**src/rtl/wkup_pkg.sv**
```systemverilog
// constants and types for the wake-up frame pattern register bank
package wkup_pkg;
    // ----------------------------------------------------------------
    // register map
    // ----------------------------------------------------------------
    localparam int NUM_REGS = 13;
    localparam logic [7:0] OFF_P1_MASK2 = 8'h48;
    localparam logic [7:0] OFF_P1_MASK3 = 8'h4A;
    localparam logic [7:0] OFF_P2_CRC_LO = 8'h50;
    localparam logic [7:0] OFF_P2_CRC_HI = 8'h52;
    localparam logic [7:0] OFF_P2_MASK0 = 8'h54;
    localparam logic [7:0] OFF_P2_MASK1 = 8'h56;
    localparam logic [7:0] OFF_P2_MASK2 = 8'h58;
    localparam logic [7:0] OFF_P2_MASK3 = 8'h5A;
    localparam logic [7:0] OFF_P3_CRC_LO = 8'h60;
    localparam logic [7:0] OFF_P3_CRC_HI = 8'h62;
    localparam logic [7:0] OFF_P3_MASK0 = 8'h64;
    localparam logic [7:0] OFF_P3_MASK1 = 8'h66;
    localparam logic [7:0] OFF_P3_MASK2 = 8'h68;
    // storage slots
    localparam logic [3:0] IDX_P1_MASK2 = 4'h0;
    localparam logic [3:0] IDX_P1_MASK3 = 4'h1;
    localparam logic [3:0] IDX_P2_CRC_LO = 4'h2;
    localparam logic [3:0] IDX_P2_CRC_HI = 4'h3;
    localparam logic [3:0] IDX_P2_MASK0 = 4'h4;
    localparam logic [3:0] IDX_P2_MASK1 = 4'h5;
    localparam logic [3:0] IDX_P2_MASK2 = 4'h6;
    localparam logic [3:0] IDX_P2_MASK3 = 4'h7;
    localparam logic [3:0] IDX_P3_CRC_LO = 4'h8;
    localparam logic [3:0] IDX_P3_CRC_HI = 4'h9;
    localparam logic [3:0] IDX_P3_MASK0 = 4'hA;
    localparam logic [3:0] IDX_P3_MASK1 = 4'hB;
    localparam logic [3:0] IDX_P3_MASK2 = 4'hC;
    localparam logic [15:0] REG_RESET = 16'h0000;
    localparam logic [15:0] RD_NONE = 16'h0000;
    // ----------------------------------------------------------------
    // frame and crc
    // ----------------------------------------------------------------
    localparam logic [6:0] MASK_BYTES = 7'h40;
    localparam logic [6:0] POS_FIRST = 7'h00;
    localparam logic [6:0] POS_AFTER_SOF = 7'h01;
    localparam logic [31:0] CRC_INIT = 32'hFFFFFFFF;
    localparam logic [31:0] CRC_POLY = 32'hEDB88320;
    localparam int NUM_PAT = 2;
    // ----------------------------------------------------------------
    // carriers
    // ----------------------------------------------------------------
    typedef struct packed {
        logic wr;
        logic rd;
        logic [7:0] addr;
        logic [1:0] be;
        logic [15:0] wdata;
    } reg_req_t;
    typedef struct packed {
        logic valid;
        logic sof;
        logic eof;
        logic [7:0] data;
    } rx_byte_t;
endpackage

```
**src/rtl/wkup_crc.sv**
```systemverilog
// byte-wise ethernet crc-32 accumulator for one pattern
`timescale 1ns/1ps
`default_nettype none
module wkup_crc
    import wkup_pkg::*;
(
    input wire logic clk,
    input wire logic rst_n,
    input wire logic step,
    input wire logic restart,
    input wire logic take,
    input wire logic [7:0] data,
    output logic [31:0] crc_nxt
);
    logic [31:0] crc_r;
    logic [31:0] base;

    // reflected form, lsb of each byte first as on the wire
    function automatic logic [31:0] crc_byte(input logic [31:0] c, input logic [7:0] d);
        logic [31:0] r;
        r = c ^ {24'h000000, d};
        for (int i = 0; i < 8; i++) begin
            r = r[0] ? ((r >> 1) ^ CRC_POLY) : (r >> 1);
        end
        return r;
    endfunction

    // ----------------------------------------------------------------
    // next value
    // ----------------------------------------------------------------
    always_comb begin
        base = restart ? CRC_INIT : crc_r;
        crc_nxt = take ? crc_byte(base, data) : base;
    end

    always_ff @(posedge clk or negedge rst_n) begin
        if (!rst_n) begin
            crc_r <= CRC_INIT;
        end else if (step) begin
            crc_r <= crc_nxt;
        end
    end
endmodule
`default_nettype wire

```
**src/rtl/wkup_pattern_regs.sv**
```systemverilog
// wake-up frame pattern registers and masked crc pattern detection
// Functional notes
// first mask word bit 0..15 selects frame bytes 1..16 in order
// second mask word bits 0..15 select frame bytes 17..32
// third mask word bits 0..15 select frame bytes 33..48
// fourth mask word selects bytes 49..64; later bytes never enter the crc
// crc is ethernet crc-32 over only the masked bytes
// crc low register holds expected crc bits 15..0
// crc high register holds bits 31..16; full word compared to computed crc
// every crc and mask register is 16-bit read-write, reset to zero; pattern 3 fourth mask word comes from PATTERN3_MASK_WORD3 input instead
// gaps between register groups hold nothing and read zero
// a pattern detects only while its enable is set
// masked crc equal to expected crc on an enabled pattern flags detection; the code also requires a nonzero mask, so an all-zero mask never flags
`timescale 1ns/1ps
`default_nettype none
module wkup_pattern_regs
    import wkup_pkg::*;
(
    input wire logic CLOCK,
    input wire logic RST_N,
    input wire reg_req_t REG_REQ,
    output logic [15:0] REG_RDATA,
    output logic REG_RVALID,
    input wire rx_byte_t RX_BYTE,
    input wire logic PATTERN2_DETECT_ENABLE,
    input wire logic PATTERN3_DETECT_ENABLE,
    input wire logic [15:0] PATTERN3_MASK_WORD3,
    output logic [31:0] PATTERN1_MASK_HIGH,
    output logic [NUM_PAT-1:0] WAKE_DETECT
);
    // ----------------------------------------------------------------
    // register storage
    // ----------------------------------------------------------------
    logic [15:0] regs_r [NUM_REGS];
    logic [15:0] regs_nxt [NUM_REGS];
    logic [15:0] rdata_r, rdata_nxt;
    logic rvalid_r, rvalid_nxt;
    logic [4:0] dec;

    // {hit, slot}; reserved gaps simply miss
    function automatic logic [4:0] decode(input logic [7:0] a);
        if (a[7:1] == OFF_P1_MASK2[7:1]) decode = {1'b1, IDX_P1_MASK2};
        else if (a[7:1] == OFF_P1_MASK3[7:1]) decode = {1'b1, IDX_P1_MASK3};
        else if (a[7:1] == OFF_P2_CRC_LO[7:1]) decode = {1'b1, IDX_P2_CRC_LO};
        else if (a[7:1] == OFF_P2_CRC_HI[7:1]) decode = {1'b1, IDX_P2_CRC_HI};
        else if (a[7:1] == OFF_P2_MASK0[7:1]) decode = {1'b1, IDX_P2_MASK0};
        else if (a[7:1] == OFF_P2_MASK1[7:1]) decode = {1'b1, IDX_P2_MASK1};
        else if (a[7:1] == OFF_P2_MASK2[7:1]) decode = {1'b1, IDX_P2_MASK2};
        else if (a[7:1] == OFF_P2_MASK3[7:1]) decode = {1'b1, IDX_P2_MASK3};
        else if (a[7:1] == OFF_P3_CRC_LO[7:1]) decode = {1'b1, IDX_P3_CRC_LO};
        else if (a[7:1] == OFF_P3_CRC_HI[7:1]) decode = {1'b1, IDX_P3_CRC_HI};
        else if (a[7:1] == OFF_P3_MASK0[7:1]) decode = {1'b1, IDX_P3_MASK0};
        else if (a[7:1] == OFF_P3_MASK1[7:1]) decode = {1'b1, IDX_P3_MASK1};
        else if (a[7:1] == OFF_P3_MASK2[7:1]) decode = {1'b1, IDX_P3_MASK2};
        else decode = 5'h00;
    endfunction

    assign dec = decode(REG_REQ.addr);

    always_comb begin
        for (int i = 0; i < NUM_REGS; i++) begin
            regs_nxt[i] = regs_r[i];
        end
        if (REG_REQ.wr && dec[4]) begin
            if (REG_REQ.be[0]) regs_nxt[dec[3:0]][7:0] = REG_REQ.wdata[7:0];
            if (REG_REQ.be[1]) regs_nxt[dec[3:0]][15:8] = REG_REQ.wdata[15:8];
        end
        rvalid_nxt = REG_REQ.rd;
        rdata_nxt = RD_NONE;
        if (REG_REQ.rd && dec[4]) begin
            rdata_nxt = regs_r[dec[3:0]];
        end
    end

    always_ff @(posedge CLOCK or negedge RST_N) begin
        if (!RST_N) begin
            for (int i = 0; i < NUM_REGS; i++) begin
                regs_r[i] <= REG_RESET;
            end
            rdata_r <= RD_NONE;
            rvalid_r <= 1'b0;
        end else begin
            regs_r <= regs_nxt;
            rdata_r <= rdata_nxt;
            rvalid_r <= rvalid_nxt;
        end
    end

    // ----------------------------------------------------------------
    // frame position
    // ----------------------------------------------------------------
    logic [6:0] pos_r, pos_nxt;
    logic in_frame_r, in_frame_nxt;
    logic [6:0] idx;
    logic in_rng;

    always_comb begin
        idx = RX_BYTE.sof ? POS_FIRST : pos_r;
        in_rng = idx < MASK_BYTES;
        pos_nxt = pos_r;
        in_frame_nxt = in_frame_r;
        if (RX_BYTE.valid) begin
            // saturate at 64 so long frames cannot wrap into the mask again
            if (RX_BYTE.sof) pos_nxt = POS_AFTER_SOF;
            else if (in_rng) pos_nxt = pos_r + POS_AFTER_SOF;
            in_frame_nxt = (in_frame_r || RX_BYTE.sof) && !RX_BYTE.eof;
        end
    end

    always_ff @(posedge CLOCK or negedge RST_N) begin
        if (!RST_N) begin
            pos_r <= POS_FIRST;
            in_frame_r <= 1'b0;
        end else begin
            pos_r <= pos_nxt;
            in_frame_r <= in_frame_nxt;
        end
    end

    // ----------------------------------------------------------------
    // per-pattern crc and compare
    // ----------------------------------------------------------------
    logic [63:0] mask64 [NUM_PAT];
    logic [31:0] expct [NUM_PAT];
    logic [31:0] crc_nxt [NUM_PAT];
    logic [NUM_PAT-1:0] en, take, match;
    logic [NUM_PAT-1:0] det_r, det_nxt;
    logic [31:0] p1_hi_r;

    always_comb begin
        // word n bit k is frame byte 16n+k+1
        mask64[0] = {regs_r[IDX_P2_MASK3], regs_r[IDX_P2_MASK2],
                     regs_r[IDX_P2_MASK1], regs_r[IDX_P2_MASK0]};
        mask64[1] = {PATTERN3_MASK_WORD3, regs_r[IDX_P3_MASK2],
                     regs_r[IDX_P3_MASK1], regs_r[IDX_P3_MASK0]};
        expct[0] = {regs_r[IDX_P2_CRC_HI], regs_r[IDX_P2_CRC_LO]};
        expct[1] = {regs_r[IDX_P3_CRC_HI], regs_r[IDX_P3_CRC_LO]};
        en = {PATTERN3_DETECT_ENABLE, PATTERN2_DETECT_ENABLE};
    end

    for (genvar g = 0; g < NUM_PAT; g++) begin : g_pat
        assign take[g] = RX_BYTE.valid && in_rng && mask64[g][idx[5:0]];
        // all-zero mask would match a zero expected crc; such a pattern never fires
        assign match[g] = (~crc_nxt[g] == expct[g]) && (|mask64[g]);
        assign det_nxt[g] = RX_BYTE.valid && RX_BYTE.eof && (in_frame_r || RX_BYTE.sof)
                            && en[g] && match[g];
        wkup_crc u_crc (
            .clk(CLOCK),
            .rst_n(RST_N),
            .step(RX_BYTE.valid),
            .restart(RX_BYTE.sof),
            .take(take[g]),
            .data(RX_BYTE.data),
            .crc_nxt(crc_nxt[g])
        );
    end

    always_ff @(posedge CLOCK or negedge RST_N) begin
        if (!RST_N) begin
            det_r <= '0;
            p1_hi_r <= {REG_RESET, REG_RESET};
        end else begin
            det_r <= det_nxt;
            p1_hi_r <= {regs_r[IDX_P1_MASK3], regs_r[IDX_P1_MASK2]};
        end
    end

    assign REG_RDATA = rdata_r;
    assign REG_RVALID = rvalid_r;
    assign WAKE_DETECT = det_r;
    assign PATTERN1_MASK_HIGH = p1_hi_r;
endmodule
`default_nettype wire

```
**config.mk**
```make
export PLATFORM = sky130hd
export DESIGN_NAME = wkup_pattern_regs
export DESIGN_NICKNAME = d
export VERILOG_FILES = /design/src/rtl/wkup_pkg.sv /design/src/rtl/wkup_crc.sv /design/src/rtl/wkup_pattern_regs.sv
export SDC_FILE = /design/constraint.sdc
export NUM_CORES = 1
export LEC_CHECK = 0
export ABC_CLOCK_PERIOD_IN_PS = 4000
export BUFFER_PORTS_ARGS = -buffer_cell sky130_fd_sc_hd__buf_4
export CAP_MARGIN = 10
export CORE_ASPECT_RATIO = 1.25
export CORE_MARGIN = 1.5
export CORE_UTILIZATION = 53
export DETAILED_ROUTE_END_ITERATION = 12
export GPL_TIMING_DRIVEN = 0
export HOLD_SLACK_MARGIN = 0.06
export PLACE_DENSITY = 0.73
export SYNTH_ARGS = -nofsm -noshare
export SYNTH_HDL_FRONTEND = slang
export SYNTH_HIERARCHICAL = 1
export SYNTH_SLANG_ARGS = --single-unit
```
**constraint.sdc**
```tcl
create_clock -name CLOCK -period 4 [get_ports CLOCK]
set_input_delay 0.4 -clock CLOCK [delete_from_list [all_inputs] [get_ports CLOCK]]
set_output_delay 0.4 -clock CLOCK [all_outputs]
set_load 0.1 [all_outputs]
```
# Yosys cells after proc, flatten, opt, wreduce, memory -nomap -nowiden
# Cells that the tools add are included.
[word_totals]
register_bits = 331
latch_bits = 0
ramBits = 0
mem_bits_ro = 0
input_bits = 59
wordCells = 136
mem_count = 0
[classes]
n_addsub = 1
n_mul = 0
div_mod_pow = 0
magnitude_cmp = 4
n_eq_ne = 15
n_shift = 0
n_mux = 53
n_bitwise = 21
reduce_logical = 21
[ops]
columns = ["operator", "n"]
rows = [
  ["32-bit 2-to-1 mux", 20],
  ["208-bit 2-to-1 mux", 3],
  ["208-bit bitwise mux", 2],
  ["13-bit inverter with 14-bit output", 16],
  ["16-bit demux with 4-bit select", 2],
  ["64-bit OR reduction", 2],
  ["7-bit by 6-bit equality test with 1-bit output (second input constant)", 13],
  ["5-bit 2-to-1 mux", 13],
  ["16-bit binary-select mux with 4-bit select", 1],
  ["32-bit equality test", 2],
  ["16-bit 2-to-1 mux", 4],
  ["32-bit inverter", 2],
  ["32-bit by 8-bit bitwise XOR with 32-bit output", 2],
  ["7-bit 2-to-1 mux", 3],
  ["1-bit logical AND", 15],
  ["1-bit binary-select mux with 6-bit select", 2],
  ["8-bit 2-to-1 mux", 1],
  ["7-bit by 1-bit adder with 7-bit output (second input constant)", 1],
  ["6-bit by 7-bit < comparator with 1-bit output (second input constant)", 1],
  ["7-bit < comparator (second input constant)", 1],
  ["5-bit greater-or-equal comparator (second input constant)", 1],
  ["5-bit by 1-bit < comparator with 1-bit output (second input constant)", 1],
  ["4-bit inverter with 5-bit output", 1],
  ["1-bit 2-to-1 mux", 2],
  ["4 further kinds", 4],
]

# Depth between registers and ports, before layout
[depth]
word_depth = 24
mapped_depth = 17

# By module
# Netlist, hierarchy kept.
[modules_own_cells]
columns = ["mod", "n_inst", "cells_each", "area_per_inst_um2"]
rows = [
  ["wkup_pattern_regs", 1, 1136, 13918.3],
  ["wkup_crc", 2, 361, 3086.7],
]

# Worst setup path before layout
# Ideal clock, no wire load.
[synth_path]
path_type = "register -> register"
startpoint = "reg pos_r[0]"
endpoint = "reg det_r[0] (netlist: WAKE_DETECT[0])"
setup_time_ns = 0.101
arrival_ns = 3.927
setup_slack_ns = -0.028
stages_incl_launch_ff = 17
n_path_buf = 5
synth_period_minus_slack_ns = 4.028
cell_sequence = "dfrtp_1 > buf_2 > buf_2 > mux2i_1 > a2111oi_0 > a21boi_0 > a32o_1 > nor4_1 > clkbuf_1 > clkbuf_1 > clkbuf_1 > a21oi_1 > xor2_1 > nand4_1 > nor4_1 > nand4_1 > nor4_1"
[synth_lines]
columns = ["item", "line_no", "source"]
rows = [
  ["start: declaration", "wkup_pattern_regs.sv:92", "logic [6:0] pos_r, pos_nxt;"],
  ["start signal: assignment", "wkup_pattern_regs.sv:115", "pos_r <= pos_nxt;"],
  ["end signal: assignment", "wkup_pattern_regs.sv:163", "det_r <= det_nxt;"],
  ["end: declaration", "wkup_pattern_regs.sv:127", "logic [NUM_PAT-1:0] det_r, det_nxt;"],
]

==> summary.txt <==
Status - finished, violations left
Failing checks - negative setup slack
Register area share after synthesis - 0.416
Crit end category - register
Slowest stage cell, crit path - dfrtp_1
GPL Wtd Cong - 1.01
Area growth, synth to finish - 16.4%
Skew final - 0.0139 ns
Static Leak - 10.1 nW
Worst-path maximum fanout - 10
Clock power share - 0.282
Layout cell share with drive strength beyond 1 - 0.330
Via/cell ratio - 6.61
Largest net degree at the start of global routing - 116
Top cell type's share of synthesized area - 0.333
Worst reg2reg path depth - 19
Hold Crit Class - input pin to register
Top post-synthesis cells by area - dfrtp_1 33%, mux2_2 13%, dfstp_2 8.4%
Crit-path cells - buf_8 > buf_8 > mux2_2 > a221oi_1 > o21ai_1 > nand3b_1 > a32o_2 > nor4_4 > buf_6 > buf_4 > clkbuf_8 > or2_2 > o31a_1 > o22a_1 > xor2_1 > nand4_1 > nor4_1 > nand4_1 > nor4_2
Internal cell power - 8.11 mW
DIE HEIGHT - 221 um
First-pass GRT wire length - 110 mm
Chip Width - 177 um
Syn nets - 1,918
Fmax - 0.248 GHz
CTS tree - built
Most common cell after layout, fill and taps aside - dfrtp_1
Post-Syn Area - 20,100 um2
Critical Path Source Type - register
Final setup fails - 1
Longest Clk Path Bufs - 3
Vias - 16,700
Slew HR - 0.124
Distinct cell type count after synthesis - 88
Critical path required time - 4.42 ns
CP peak stage delay - 0.40 ns
Cell taking the most area after synthesis - dfrtp_1
Data arrival, critical path - 4.46 ns
Flop pwr share - 0.327
Peak supply drop - 361 uV
Slew @ Worst Pin - 1.30 ns
Comb pwr share - 0.391
Post-synth EDFFs - 0
Synth Register Bits - 331
Vias in the first global route - 16,800
Clk root buf - clkbuf_16
Drt total wl - 74.5 mm
Residual DRC - 0
Sink Count - 331
Ys Warns - 6
Final hold vios - 0
Max Slew Vio Count - 0
Net switching power figure - 4.94 mW
Num CTS Buffers - 37
Die area - 39,100 um2
Initial Utilization - 0.539
Async SR Flop Fraction - 1.00
Max-cap violations - 0
Site Rows - 79
H-tree depth - 2
Mean post-synth cell area - 10.8 um2
PortBufs - 103
Final setup margin - -0.0383 ns
I/O pins - 110
Fin Hold WS - 0.119 ns
Detailed Place HPWL - 56.0 mm
Starting DRT DRC Count - 1,688
Main flop type after synthesis - dfrtp_1
Fin crit share - 1.01
Number of antenna violations at the first check in global routing - 1
Most frequent cells in the layout - 266 x dfrtp_1, 229 x mux2_2, 168 x nor2_1
Antenna-violating nets left - 0
Mapped Cells - 1,858
Net Sw Frac - 0.379
Worst skew pair latency - 0.54 ns
GRT overflow - 0
RSZ-0062 raised after global routing - yes
Per-cell routed wire length - 29.5 um
Drt first pass iters - 6
Hold path depth - 2
Final nets - 2,072
Util after Layout - 0.628
Core area - 37,300 um2
Path type of the worst setup path - register to register
Pwr Density - 558 nW/um2
Clk slew on worst S/H paths - 0.06 ns
Min Tclk post-route - 4.04 ns
Total GRT Usage - 0.386
[per-stage QoR]
step	setup WS, ns	cells	setup TNS, ns	power [mW]	cell area [um2]
6_report	-0.0383	2527	-0.0383	13.1	23400
5_1_grt	-0.0884	2526	-0.160	13.6	23400
4_1_cts	0.0105	2523	0	12.9	23300
3_5_place_dp	-2.22	2450	-43.69	9.08	21600
3_3_place_gp	-2.25	2447	-168.97	9.01	21500
2_1_floorplan	0.140	1858	0	7.77	20100
[path summary, 6_finish.rpt]
path / to / slack (ns) / startpoint
min in group asynchronous: PATTERN1_MASK_HIGH[15] / 0.38 / RST_N
hold reg to reg: PATTERN1_MASK_HIGH[1] / 0.40 / regs_r[193]
hold / removal: regs_r[176] / 0.12 / REG_REQ[0]
setup / recovery: WAKE_DETECT[0] / -0.04 / pos_r[0]
setup reg to reg: WAKE_DETECT[0] / -0.04 / pos_r[0]
max in group asynchronous: mask64[115] / 2.47 / RST_N
[cells by family (layout without fill, tap and decap cells)]
| family | after synthesis | after routing | share of synthesized area |
|---|---|---|---|
| AOI/OAI and AO/OA | 380 | 380 | 0.137 |
| xor gates and xnor gates | 235 | 235 | 0.120 |
| adders and majority gates | 1 | 1 | 0.000623 |
| buffers and inverters | 150 | 332 | 0.0337 |
| DFF | 331 | 331 | 0.416 |
| muxes | 305 | 305 | 0.175 |
| other | 0 | 1 | 0 |
| and+or+nand+nor | 456 | 456 | 0.118 |
[cell type report]
type                       instances  area (um2)
sequential                       331        8360
clock buffer                      50        1050
clock inverter                    17         258
multi-input combinational       1377       11300
inverter                          18        68.8
fill                            3022       13900
buffer                           128         744
antenna                            1        2.50
timing repair buffer             119         970
tap                              486         608
[critical path: cells and delay by family, from the launching register on]
kind | cells | cell delay, ns
and+or+nand+nor | 7 | 1.27
AOI/OAI and AO/OA | 5 | 0.91
buffers and inverters | 5 | 0.78
DFF | 1 | 0.40
muxes | 1 | 0.35
xor gates and xnor gates | 1 | 0.19
[repair_timing]
action,in CTS,in global routing
pin swaps,10,3
buffers inserted,7,2
hold endpoints to repair,24,0
resized for setup,97,25
hold buffers,3,0
setup endpoints to repair,64,17
[sequential cells by signal, indices dropped and copies added (netlist names)]
signal and count:
mask64 112, WAKE_DETECT 2, in_frame_r 1, g_pat.u_crc/crc_r 64, pos_r 7, REG_RDATA 16
PATTERN1_MASK_HIGH 32, expct 64, REG_RVALID 1, regs_r 32
[power groups by stage]
stage	logic (mW)	registers (mW)	clock network (mW)
after floorplan	3.20	4.56	0
after global placement	4.73	4.28	0
after detailed placement	4.79	4.30	0
after CTS	4.96	4.25	3.72
after global routing	5.41	4.30	3.85
final	5.10	4.26	3.68
[Yosys cell counts, types with 6 or more instances]
library cell / count
dfrtp_1: 267
mux2_2: 229
nor2_1: 170
xnor2_1: 146
a21oi_1: 119
nand2_1: 78
clkbuf_1: 67
dfstp_2: 64
mux2i_1: 59
xor2_1: 57
nor4_1: 53
o221ai_1: 45
buf_2: 37
o21ai_0: 36
nor3_1: 34
nand4_1: 19
nor2b_1: 16
o22ai_1: 16
inv_1: 15
o21a_1: 15
o22a_1: 15
buf_1: 14
nor3_4: 14
xnor2_2: 14
a32o_1: 13
mux4_2: 13
nand3_1: 12
a2111oi_0: 10
buf_4: 10
o211ai_1: 10
a211oi_1: 9
a221oi_1: 9
a31oi_1: 9
and2_1: 9
o31a_1: 9
nor2_2: 8
a2111oi_2: 7
nand2b_1: 7
or3_1: 7
a2111oi_1: 6
a22oi_1: 6
and3_1: 6
o221a_1: 6
xnor3_1: 6
xor2_2: 6
[per-layer routing]
metal / track usage / up-vias / wire [um]
met3: 0.0612 / 268 / 5100
met1: 0.454 / 8447 / 27500
met5: 0 / - / 0
li1: - / 7141 / -
met2: 0.661 / 853 / 36500
met4: 0.236 / 0 / 5310
(Power assumes the default switching activity.)
